`config.mk`:
```
export PLATFORM = sky130hd
export DESIGN_NAME = timer_prescaler_unit
export DESIGN_NICKNAME = d
export VERILOG_FILES = /design/src/rtl/timer_pkg.sv /design/src/rtl/timer_prescaler_unit.sv
export SDC_FILE = /design/constraint.sdc
export NUM_CORES = 1
export LEC_CHECK = 0
export BUFFER_PORTS_ARGS = -buffer_cell sky130_fd_sc_hd__buf_2
export CORE_ASPECT_RATIO = 1.75
export CORE_MARGIN = 4
export CORE_UTILIZATION = 53
export DETAILED_ROUTE_END_ITERATION = 7
export PLACE_DENSITY = 0.81
export SLEW_MARGIN = 30
export SYNTH_ARGS = -nofsm -noshare
export SYNTH_HDL_FRONTEND = slang
export SYNTH_SLANG_ARGS = --single-unit
```
`constraint.sdc`:
```
create_clock -name pclk -period 2.8 [get_ports pclk]
set_clock_uncertainty 0.2 [all_clocks]
set_input_delay 0.56 -clock pclk [delete_from_list [all_inputs] [get_ports pclk]]
set_output_delay 0.56 -clock pclk [all_outputs]
set_load 0.01 [all_outputs]
```
`src/rtl/timer_pkg.sv`:
```
package timer_pkg;

    ////////////////////////////////////////////////////////////////////////////
    // register indices; byte address is four times the index
    localparam logic [7:0] IDX_TIMER_COUNT  = 8'h01;
    localparam logic [7:0] IDX_INT_CONTROL  = 8'h0b;
    localparam logic [7:0] IDX_OPTION       = 8'h81;
    localparam logic [7:0] IDX_PORT_A_DIR   = 8'h85;
    localparam logic [7:0] IDX_WDT_COMMAND  = 8'h90;
    localparam logic [7:0] IDX_UNIT_STATUS  = 8'h91;

    ////////////////////////////////////////////////////////////////////////////
    // field positions
    localparam int GIE_BIT        = 7;
    localparam int OVF_ENABLE_BIT = 5;
    localparam int OVF_FLAG_BIT   = 2;
    localparam int CS_BIT         = 5;
    localparam int EDGE_BIT       = 4;
    localparam int ASSIGN_BIT     = 3;
    localparam int RATIO_LSB      = 0;
    localparam int RATIO_W        = 3;
    localparam int WDT_CLEAR_BIT  = 0;
    localparam int PORT_A_W       = 5;

    ////////////////////////////////////////////////////////////////////////////
    // reset values
    localparam logic [7:0]          TIMER_RST  = 8'h00;
    localparam logic [7:0]          INTERRUPT_CONTROL_RST = 8'h00;
    localparam logic [7:0]          OPTION_RST = 8'hff;
    localparam logic [PORT_A_W-1:0] PORTA_RST  = 5'h1f;

    ////////////////////////////////////////////////////////////////////////////
    // timing: four pclk phases make one instruction cycle
    localparam logic [1:0] PHASE_Q2       = 2'h1;
    localparam logic [1:0] PHASE_Q4       = 2'h3;
    localparam logic [1:0] WRITE_INHIBIT  = 2'h2;

    ////////////////////////////////////////////////////////////////////////////
    // whole state of the unit
    typedef struct packed {
        logic [7:0]          timer;
        logic [7:0]          interrupt_control;
        logic [7:0]          option;
        logic [PORT_A_W-1:0] port_a;
        logic [7:0]          divider;
        logic [1:0]          phase;
        logic                sync1;
        logic                sync2;
        logic                ext_prev;
        logic                sample;
        logic [1:0]          inhibit;
        logic [31:0]         rdata;
        logic                wdt_tick_out;
        logic                wdt_clr_out;
    } unit_state_t;

endpackage : timer_pkg

```
`src/rtl/timer_prescaler_unit.sv`:
```
`timescale 1ns/1ps

module timer_prescaler_unit (
    // clock, reset, enable
    input  wire logic        pclk,
    input  wire logic        presetn,
    input  wire logic        clk_en,
    // apb slave
    input  wire logic        psel,
    input  wire logic        penable,
    input  wire logic        pwrite,
    input  wire logic [11:0] paddr,
    input  wire logic [31:0] pwdata,
    output logic             pready,
    output logic [31:0]      prdata,
    output logic             pslverr,
    // core side
    input  wire logic        sleep_mode,
    input  wire logic        wdt_osc_tick,
    output logic             timer_irq,
    output logic             wdt_scaled_tick,
    output logic             wdt_clear,
    output logic [4:0]       port_a_dir,
    // pin
    input  wire logic        external_count_input
);

    timer_pkg::unit_state_t s_q;
    timer_pkg::unit_state_t s_d;

    ////////////////////////////////////////////////////////////////////////////
    // bus decode
    logic       setup;
    logic       access;
    logic [7:0] idx;
    logic       mapped;
    logic       wr;

    assign setup  = psel & ~penable;
    assign access = psel & penable;
    assign idx    = paddr[9:2];
    assign mapped = (paddr[1:0] == 2'h0) && (paddr[11:10] == 2'h0) &&
                    ((idx == timer_pkg::IDX_TIMER_COUNT) ||
                     (idx == timer_pkg::IDX_INT_CONTROL) ||
                     (idx == timer_pkg::IDX_OPTION) ||
                     (idx == timer_pkg::IDX_PORT_A_DIR) ||
                     (idx == timer_pkg::IDX_WDT_COMMAND) ||
                     (idx == timer_pkg::IDX_UNIT_STATUS));
    assign wr     = clk_en & access & pwrite & mapped;

    // read data is latched in setup, so the access phase waits only while clk_en is low
    assign pready  = clk_en;
    assign pslverr = access & ~mapped;
    assign prdata  = s_q.rdata;

    ////////////////////////////////////////////////////////////////////////////
    // option fields
    logic                            to_wdt;
    logic                            ext_mode;
    logic                            fall_edge;
    logic [timer_pkg::RATIO_W-1:0]   ratio;

    assign to_wdt    = s_q.option[timer_pkg::ASSIGN_BIT];
    assign ext_mode  = s_q.option[timer_pkg::CS_BIT];
    assign fall_edge = s_q.option[timer_pkg::EDGE_BIT];
    assign ratio     = s_q.option[timer_pkg::RATIO_LSB +: timer_pkg::RATIO_W];

    ////////////////////////////////////////////////////////////////////////////
    // outputs from flops
    assign timer_irq = s_q.interrupt_control[timer_pkg::OVF_FLAG_BIT] &
                       s_q.interrupt_control[timer_pkg::OVF_ENABLE_BIT] &
                       s_q.interrupt_control[timer_pkg::GIE_BIT];
    assign wdt_scaled_tick = s_q.wdt_tick_out;
    assign wdt_clear       = s_q.wdt_clr_out;
    assign port_a_dir      = s_q.port_a;

    ////////////////////////////////////////////////////////////////////////////
    // next state
    always_comb begin
        logic       ext_level;
        logic       ext_rise;
        logic       inst_tick;
        logic       src_event;
        logic [7:0] div_next;
        logic       div_rise;
        logic       pres_level;
        logic       sample_pt;
        logic       timer_inc;
        logic       tmr_wr;
        logic       wdt_clr;
        logic       run;
        logic       ovf_set;
        ext_level  = 1'b0;
        ovf_set    = 1'b0;
        ext_rise   = 1'b0;
        inst_tick  = 1'b0;
        src_event  = 1'b0;
        div_next   = 8'h00;
        div_rise   = 1'b0;
        pres_level = 1'b0;
        sample_pt  = 1'b0;
        timer_inc  = 1'b0;
        tmr_wr     = 1'b0;
        wdt_clr    = 1'b0;
        run        = 1'b0;
        s_d        = s_q;

        // pulses last one cycle
        s_d.wdt_tick_out = 1'b0;
        s_d.wdt_clr_out  = 1'b0;

        // pin passes two flops before any logic reads it
        s_d.sync1 = external_count_input;
        s_d.sync2 = s_q.sync1;

        // instruction phase clocks
        s_d.phase = s_q.phase + 2'h1;
        run       = ~sleep_mode;
        inst_tick = (s_q.phase == timer_pkg::PHASE_Q4);

        // edge select inverts the pin so rising always counts
        ext_level = s_q.sync2 ^ fall_edge;
        s_d.ext_prev = ext_level;
        ext_rise  = ext_level & ~s_q.ext_prev;

        // clock event feeding the timer path
        src_event = ext_mode ? ext_rise :
                    (inst_tick & (s_q.inhibit == 2'h0));

        // divider: counts the selected source of its owner
        div_next = s_q.divider + 8'h01;
        div_rise = ~s_q.divider[ratio] & div_next[ratio];
        if (run) begin
            if (!to_wdt && src_event) begin
                s_d.divider = div_next;
            end
            if (to_wdt && wdt_osc_tick) begin
                s_d.divider = div_next;
            end
        end

        // watchdog side: scaled only while it owns the divider
        if (to_wdt) begin
            s_d.wdt_tick_out = run & wdt_osc_tick & div_rise;
        end else begin
            s_d.wdt_tick_out = wdt_osc_tick;
        end

        // divider output level, or the pin level while the watchdog owns the divider; bit n toggles each 2^n source events
        pres_level = to_wdt ? ext_level : s_q.divider[ratio];

        // counter mode: output sampled on Q2 and Q4
        sample_pt = (s_q.phase == timer_pkg::PHASE_Q2) ||
                    (s_q.phase == timer_pkg::PHASE_Q4);
        if (sample_pt) begin
            s_d.sample = pres_level;
        end

        // increment decision
        if (ext_mode) begin
            timer_inc = sample_pt & pres_level & ~s_q.sample;
        end else if (to_wdt) begin
            timer_inc = src_event;
        end else begin
            timer_inc = src_event & div_rise;
        end
        timer_inc = timer_inc & run;

        // write inhibit runs down on instruction boundaries
        if (inst_tick && (s_q.inhibit != 2'h0)) begin
            s_d.inhibit = s_q.inhibit - 2'h1;
        end

        if (timer_inc) begin
            s_d.timer = s_q.timer + 8'h01;
            if (s_q.timer == 8'hff) begin
                s_d.interrupt_control[timer_pkg::OVF_FLAG_BIT] = 1'b1;
                ovf_set = 1'b1;
            end
        end

        // register writes; divider itself is never addressed
        tmr_wr  = wr && (idx == timer_pkg::IDX_TIMER_COUNT);
        wdt_clr = wr && (idx == timer_pkg::IDX_WDT_COMMAND) &&
                  pwdata[timer_pkg::WDT_CLEAR_BIT];
        if (tmr_wr) begin
            s_d.timer   = pwdata[7:0];
            s_d.inhibit = timer_pkg::WRITE_INHIBIT;
            if (!to_wdt) begin
                s_d.divider = 8'h00;
            end
        end
        if (wdt_clr) begin
            s_d.wdt_clr_out = 1'b1;
            if (to_wdt) begin
                s_d.divider = 8'h00;
            end
        end
        if (wr && (idx == timer_pkg::IDX_INT_CONTROL)) begin
            // only a set in this very cycle beats the software clear
            s_d.interrupt_control = pwdata[7:0] |
                         ({7'h00, ovf_set} << timer_pkg::OVF_FLAG_BIT);
        end
        if (wr && (idx == timer_pkg::IDX_OPTION)) begin
            // takes effect at once, no halt needed
            s_d.option = pwdata[7:0];
        end
        if (wr && (idx == timer_pkg::IDX_PORT_A_DIR)) begin
            s_d.port_a = pwdata[timer_pkg::PORT_A_W-1:0];
        end

        // read data captured in setup phase
        if (clk_en && setup && !pwrite) begin
            // unmapped or misaligned reads fall to the zero default
            case (mapped ? idx : 8'h00)
                timer_pkg::IDX_TIMER_COUNT: s_d.rdata = {24'h0, s_q.timer};
                timer_pkg::IDX_INT_CONTROL: s_d.rdata = {24'h0, s_q.interrupt_control};
                timer_pkg::IDX_OPTION:      s_d.rdata = {24'h0, s_q.option};
                timer_pkg::IDX_PORT_A_DIR:  s_d.rdata = {27'h0, s_q.port_a};
                timer_pkg::IDX_UNIT_STATUS: s_d.rdata = {28'h0, s_q.inhibit,
                                                         s_q.sample, sleep_mode};
                default:                    s_d.rdata = 32'h0000_0000;
            endcase
        end
    end

    ////////////////////////////////////////////////////////////////////////////
    // state register; clock enable freezes everything
    always_ff @(posedge pclk or negedge presetn) begin
        if (!presetn) begin
            s_q              <= '0;
            s_q.timer        <= timer_pkg::TIMER_RST;
            s_q.interrupt_control       <= timer_pkg::INTERRUPT_CONTROL_RST;
            s_q.option       <= timer_pkg::OPTION_RST;
            s_q.port_a       <= timer_pkg::PORTA_RST;
        end else if (clk_en) begin
            s_q <= s_d;
        end
    end

endmodule : timer_prescaler_unit

```
---- Word-level counts from Yosys, hierarchy flattened ----
Cells that the tools add are included.
W data, S select, Z words.
word-level totals
  flip-flop bits (word level) ............. 79
  output and inout bits ................... 42
  word-level logic and storage cells ...... 124
operators by class
  eq/ne operators ......................... 14
  reduce and logical (&&, ||, !) cells .... 37
  order comparisons ....................... 1
  bitwise logic cells ..................... 25
  $add $sub $neg .......................... 4
  multiplexer cells ....................... 28
operators by type and width
  cell                   number
  $mux W8                10
  $eq A8 B8 Y1 const B   8
  $pmux W8 S5            1
  $and A1 B1 Y1          17
  $add A8 B1 Y8 const B  2
  $eq A8 B1 Y1 const B   2
  $eq A8 B4 Y1 const B   2
  $reduce_and A2 Y1      7
  $logic_and A1 B1 Y1    13
  $mux W1                12
  $reduce_bool A2 Y1     5
  $or A8 B3 Y8           1
  $bmux W1 S3            2
  $logic_not A2 Y1       3
  $logic_or A1 B1 Y1     6
  $not A1 Y1             6
  $lt A3 B4 Y1 const B   1
  $mux W2                2
  $mux W3                1
  $reduce_and A3 Y1      1
  $add A2 B1 Y2 const B  1
  $eq A2 B1 Y1 const B   1
  $eq A2 B2 Y1 const B   1
  $logic_not A1 Y1       2
  2 further kinds        2

---- Logic depth before layout (Yosys ltp) ----
  depth in word-level cells ............... 12
  mapped depth ............................ 9

---- Worst setup path before layout ----
No wires, ideal clock.
  kind .................................... in2reg
  start point ............................. input port paddr[1]
  end point ............................... register s_q[78] (netlist name)
  required time ........................... 2.458 ns
  arrival ................................. 2.222 ns
  setup time .............................. 0.142 ns
  stages .................................. 8
  path buffers ............................ 2
  path slack .............................. 0.236 ns
  cells stage by stage .................... nor4_1 -> and3_1 -> nor3b_1 -> buf_2 -> nand2_1 -> clkbuf_1 -> nor2_1 -> a31oi_1
on the way
  longest elaborated chain between the ends .. 7
ends and longest elaborated chain
  element                                line                         source
  start: declaration                     timer_prescaler_unit.sv:12   input wire logic [11:0] paddr,
  $logic_not A2 Y1 (*)                   timer_prescaler_unit.sv:42   assign mapped = (paddr[1:0] == 2'h0) && (paddr[11:10] == 2'h0) &&
  $logic_and A1 B1 Y1 (*) (2 in series)  timer_prescaler_unit.sv:42
  $and A1 B1 Y1 (*)                      timer_prescaler_unit.sv:49   assign wr = clk_en & access & pwrite & mapped;
  $logic_and A1 B1 Y1 (*)                timer_prescaler_unit.sv:183  tmr_wr = wr && (idx == timer_pkg::IDX_TIMER_COUNT);
  $reduce_bool A2 Y1 (no line)           -
  $reduce_and A2 Y1 (no line)            -
  end: declaration                       timer_prescaler_unit.sv:28   timer_pkg::unit_state_t s_q;
Mark *: on every way between the ends. The rest lies on a longest branch, timed or not.
A chain may end at the register's enable or synchronous reset.

---- Worst setup path after layout ----
  start point ............................. register s_q[42] (netlist name)
  end point ............................... register s_q[77] (netlist name)
on the way
  longest elaborated chain between the ends .. 10
ends and longest elaborated chain
  element                                                      line                                                                                   source
  $add A8 B1 Y8 or $bmux W1 S3 (tied branches)                 timer_prescaler_unit.sv:131, timer_prescaler_unit.sv:132, timer_prescaler_unit.sv:150
  $bmux W1 S3 or $mux W1 (tied branches)                       timer_prescaler_unit.sv:132, timer_prescaler_unit.sv:150
  $mux W1 (not written as such) or $not A1 Y1 (tied branches)  timer_prescaler_unit.sv:132                                                            div_rise = ~s_q.divider[ratio] & div_next[ratio];
  $and A1 B1 Y1                                                timer_prescaler_unit.sv:132
  $and A1 B1 Y1                                                timer_prescaler_unit.sv:165                                                            timer_inc = src_event & div_rise;
  $mux W1                                                      timer_prescaler_unit.sv:162                                                            end else if (to_wdt) begin
  $mux W1 (*)                                                  timer_prescaler_unit.sv:160                                                            if (ext_mode) begin
  $and A1 B1 Y1 (*)                                            timer_prescaler_unit.sv:167                                                            timer_inc = timer_inc & run;
  $reduce_bool A2 Y1 (no line) (*)                             -
  $reduce_and A2 Y1 (no line) (*)                              -
Mark *: on every way between the ends. The rest lies on a longest branch, timed or not. The select of a mux whose other input is x is not followed.

==> metrics.log <==
INFO  metric max_clock_freq = 377 MHz
INFO  metric cap_violations = 0
INFO  metric p_int = 1.23 mW
INFO  metric ys_seq_area_share = 40.5%
INFO  metric report.final.slew_viol_count = 0
INFO  metric syn_warnings = 0
INFO  metric post-route-cell-area = 0.00370 mm^2
INFO  metric place_area = 0.00360 mm^2
INFO  metric clock_tree_from_tritoncts = yes
INFO  metric place_hpwl = 6050 um
INFO  metric first_global_vias = 2762
INFO  metric num_rows = 38
INFO  metric postSynthCellCount = 351
INFO  metric period_minus_slack = 2.65 ns
INFO  metric design.core.area = 0.00623 mm^2
INFO  metric clock_root_cell = sky130_fd_sc_hd__clkbuf_8
INFO  metric yosys.area.top_type_share = 30.6%
INFO  metric post_route_cells_drive_above_1_share = 29.6%
INFO  metric maximum_level_of_the_cts_h_tree = 2
INFO  metric worst-slew-pin-transition = 0.674 ns
INFO  metric initial_core_util = 55.1%
INFO  metric netlist_area_before_placement = 0.00343 mm^2
INFO  metric source_of_the_critical_timing_path = s_q[42]
INFO  metric postSynthRegisterBits = 55
INFO  metric hold_violations = 0
INFO  metric sequential_cell_area = 0.00139 mm^2
INFO  metric groute.usage.overall = 21.2%
INFO  metric clkSlewWorstSetupHoldPaths = 0.11 ns
INFO  metric crit_path_end_kind = register
INFO  metric ant_nets = 0
INFO  metric cp.arrival = 2.65 ns
INFO  metric setup_tns = 0 ns
INFO  metric crit-reg2reg-launch = s_q[42]
INFO  metric fill_cells = 552
INFO  metric cts.sink_count = 55
INFO  metric grt_antenna_before_repair = 0
INFO  metric setup_viol = 0
INFO  metric wl = 7840 um
INFO  metric sw_frac_of_total = 33.0%
INFO  metric post-synth-top-area-cell = sky130_fd_sc_hd__dfrtp_1
INFO  metric detail_route.iter0.violations = 199
INFO  metric chipHeight = 114 um
INFO  metric holdCritPathClass = input pin to asynchronous set/reset pin
INFO  metric critical_path.max_fanout = 9
INFO  metric worst_ir_drop_vdd = 0.431 mV
INFO  metric wl_per_cell = 16.6 um
INFO  metric antenna-diode-count = 0
INFO  metric grt_first_pass_wirelength = 12600 um
INFO  metric area_of_the_die = 0.00788 mm^2
INFO  metric fin_nets = 449
INFO  metric static-leakage-power = 1.75 nW
INFO  metric clockBufferDepth = 2
INFO  metric yosysUniqueCellTypes = 60
INFO  metric startpoint_type = register
INFO  metric drt-vias-per-instance = 5.85
INFO  metric reg2reg_to = s_q[77]
INFO  metric criticalPathCategory = register to register
INFO  metric cts-buffers-inserted = 5
INFO  metric layout-area-overhead-vs-synth = 7.76%
INFO  metric ranking_of_synthesized_cells_by_area = sky130_fd_sc_hd__dfrtp_1 (31%), sky130_fd_sc_hd__dfstp_2 (9.9%), sky130_fd_sc_hd__buf_4 (8.7%), sky130_fd_sc_hd__mux2_2 (7.5%), sky130_fd_sc_hd__nor2_1 (2.8%)
INFO  metric pwr-share-seq = 53.2%
INFO  metric via_count = 2759
INFO  metric place.port_buffers = 46
INFO  metric p_per_area = 497 mW/mm^2
INFO  metric rsz0062_at_grt = no
INFO  metric slew-limit-headroom = 55.1%
INFO  metric grt_remaining_overflow = 0
INFO  metric share_comb_of_total_power = 22.2%
INFO  metric clock_power_share = 24.5%
INFO  metric timing.reg2reg.setup_slack = 0.15 ns
INFO  metric clock_insertion_delay_worst_skew = 0.32 ns
INFO  metric outcome = complete, no violations
INFO  metric multiInputGateArea = 0.00173 mm^2
INFO  metric most_common_library_cell_in_the_layout_ignoring_fill_and_taps = sky130_fd_sc_hd__buf_2
INFO  metric reg2regPathDepth = 8
INFO  metric total_switching_power = 0.607 mW
INFO  metric avg_cell_area_syn = 9.79 um^2
INFO  metric post-route-drc-count = 0
INFO  metric synth_enable_flop_cells = 0
INFO  metric gpl.final_weighted_congestion = 0.957
INFO  metric mostFrequentLayoutCells = sky130_fd_sc_hd__buf_2 (46), sky130_fd_sc_hd__dfrtp_1 (42), sky130_fd_sc_hd__nor2_1 (26)
INFO  metric synth-main-ff-cell = sky130_fd_sc_hd__dfrtp_1
INFO  metric grt_start_max_net_pins = 56
INFO  metric post_route_clock_period_utilization = 94.7%
INFO  metric cp_data_required_time = 2.79 ns
INFO  metric dr.pass1.iters = 6
INFO  metric die_w = 68.9 um
INFO  metric synth_async_sr_flop_share = 100%
INFO  metric io_pins = 95
[cells by family after synthesis]
group / after synthesis / share of synthesized area, %
AOI/OAI and AO/OA: 72 / 15.0
xor gates and xnor gates: 12 / 3.06
adders and majority gates: 5 / 1.82
buffers and inverters: 64 / 11.7
DFF: 55 / 40.5
muxes: 33 / 10.8
other: 1 / 0.109
and+or+nand+nor: 109 / 16.9
[worst max path at each step]
stage,cells past startpoint,slack [ns],to
after global routing,7,0.007,s_q[77]
final,8,0.15,s_q[77]
after global placement,9,0.17,s_q[49]
after CTS,7,0.15,s_q[77]
after floorplan,8,0.24,s_q[78]
after detailed placement,9,0.14,s_q[45]
[synthesized netlist by cell type (7+ instances only)]
cell	n
sky130_fd_sc_hd__mux2i_1	9
sky130_fd_sc_hd__a21oi_1	11
sky130_fd_sc_hd__nand2_1	25
sky130_fd_sc_hd__o21ai_0	18
sky130_fd_sc_hd__nand4_1	8
sky130_fd_sc_hd__buf_4	40
sky130_fd_sc_hd__inv_1	13
sky130_fd_sc_hd__mux2_2	23
sky130_fd_sc_hd__a21o_1	7
sky130_fd_sc_hd__dfrtp_1	42
sky130_fd_sc_hd__nor2_1	26
sky130_fd_sc_hd__a222oi_1	7
sky130_fd_sc_hd__xor2_1	9
sky130_fd_sc_hd__dfstp_2	13
[cell type report]
cell class                      instances  share of cell area, %
Tap cell                               80                   2.70
Clock buffer                            5                   1.86
Timing Repair Buffer                   61                   9.26
Multi-Input combinational cell        255                   46.6
Inverter                               13                   1.32
Sequential cell                        55                   37.6
Clock inverter                          3                  0.609
[state kept, by name (all words and copies together), names as in the netlist]
signal           flops
s_d                  1
wdt_scaled_tick      1
port_a_dir           5
wdt_clear            1
fall_edge            1
ratio                3
prdata               8
ext_mode             1
s_q                 34
[per-layer routing]
layer	vias to the layer above	wire (um)	track usage, %
met5	-	0	0
met4	0	309	11.6
met3	26	346	3.54
met2	92	4360	37.5
met1	1359	2820	22.8
li1	1282	-	-
[repair_timing]
item                                    4_1_cts  5_1_grt
endpoints found under the setup margin        0        1
resized for setup                             0        0
hold buffers                                  0        0
setup buffers                                 0        1
[stage by stage]
stage / power [mW] / util [%] / setup WS, ns / std cells / hold slack [ns]
after floorplan: 1.29 / - / 0.236 / 374 / 0.0644
after global placement: 1.37 / 57.8 / 0.174 / 463 / 0.259
after detailed placement: 1.40 / 57.8 / 0.143 / 463 / 0.264
after CTS: 1.85 / 59.3 / 0.151 / 471 / 0.176
after global routing: 1.96 / 59.4 / 0.00716 / 472 / 0.210
final: 1.84 / 59.4 / 0.147 / 472 / 0.161
[worst max-delay path: stages (launching register included)]
cell	delay [ns]
sky130_fd_sc_hd__dfrtp_1	0.47
sky130_fd_sc_hd__ha_1	0.30
sky130_fd_sc_hd__and3_1	0.21
sky130_fd_sc_hd__a211o_1	0.30
sky130_fd_sc_hd__a31o_2	0.22
sky130_fd_sc_hd__o2111ai_2	0.12
sky130_fd_sc_hd__a31oi_4	0.20
sky130_fd_sc_hd__o311ai_0	0.38
sky130_fd_sc_hd__nand3_1	0.13
[power groups by stage]
| stage | logic, mW | clock network (mW) | registers [mW] |
|---|---|---|---|
| after floorplan | 0.345 | 0 | 0.946 |
| after global placement | 0.390 | 0 | 0.984 |
| after detailed placement | 0.407 | 0 | 0.992 |
| after CTS | 0.411 | 0.459 | 0.978 |
| after global routing | 0.474 | 0.494 | 0.989 |
| final | 0.409 | 0.451 | 0.979 |
No activity file was read; power rests on OpenSTA's default activity.
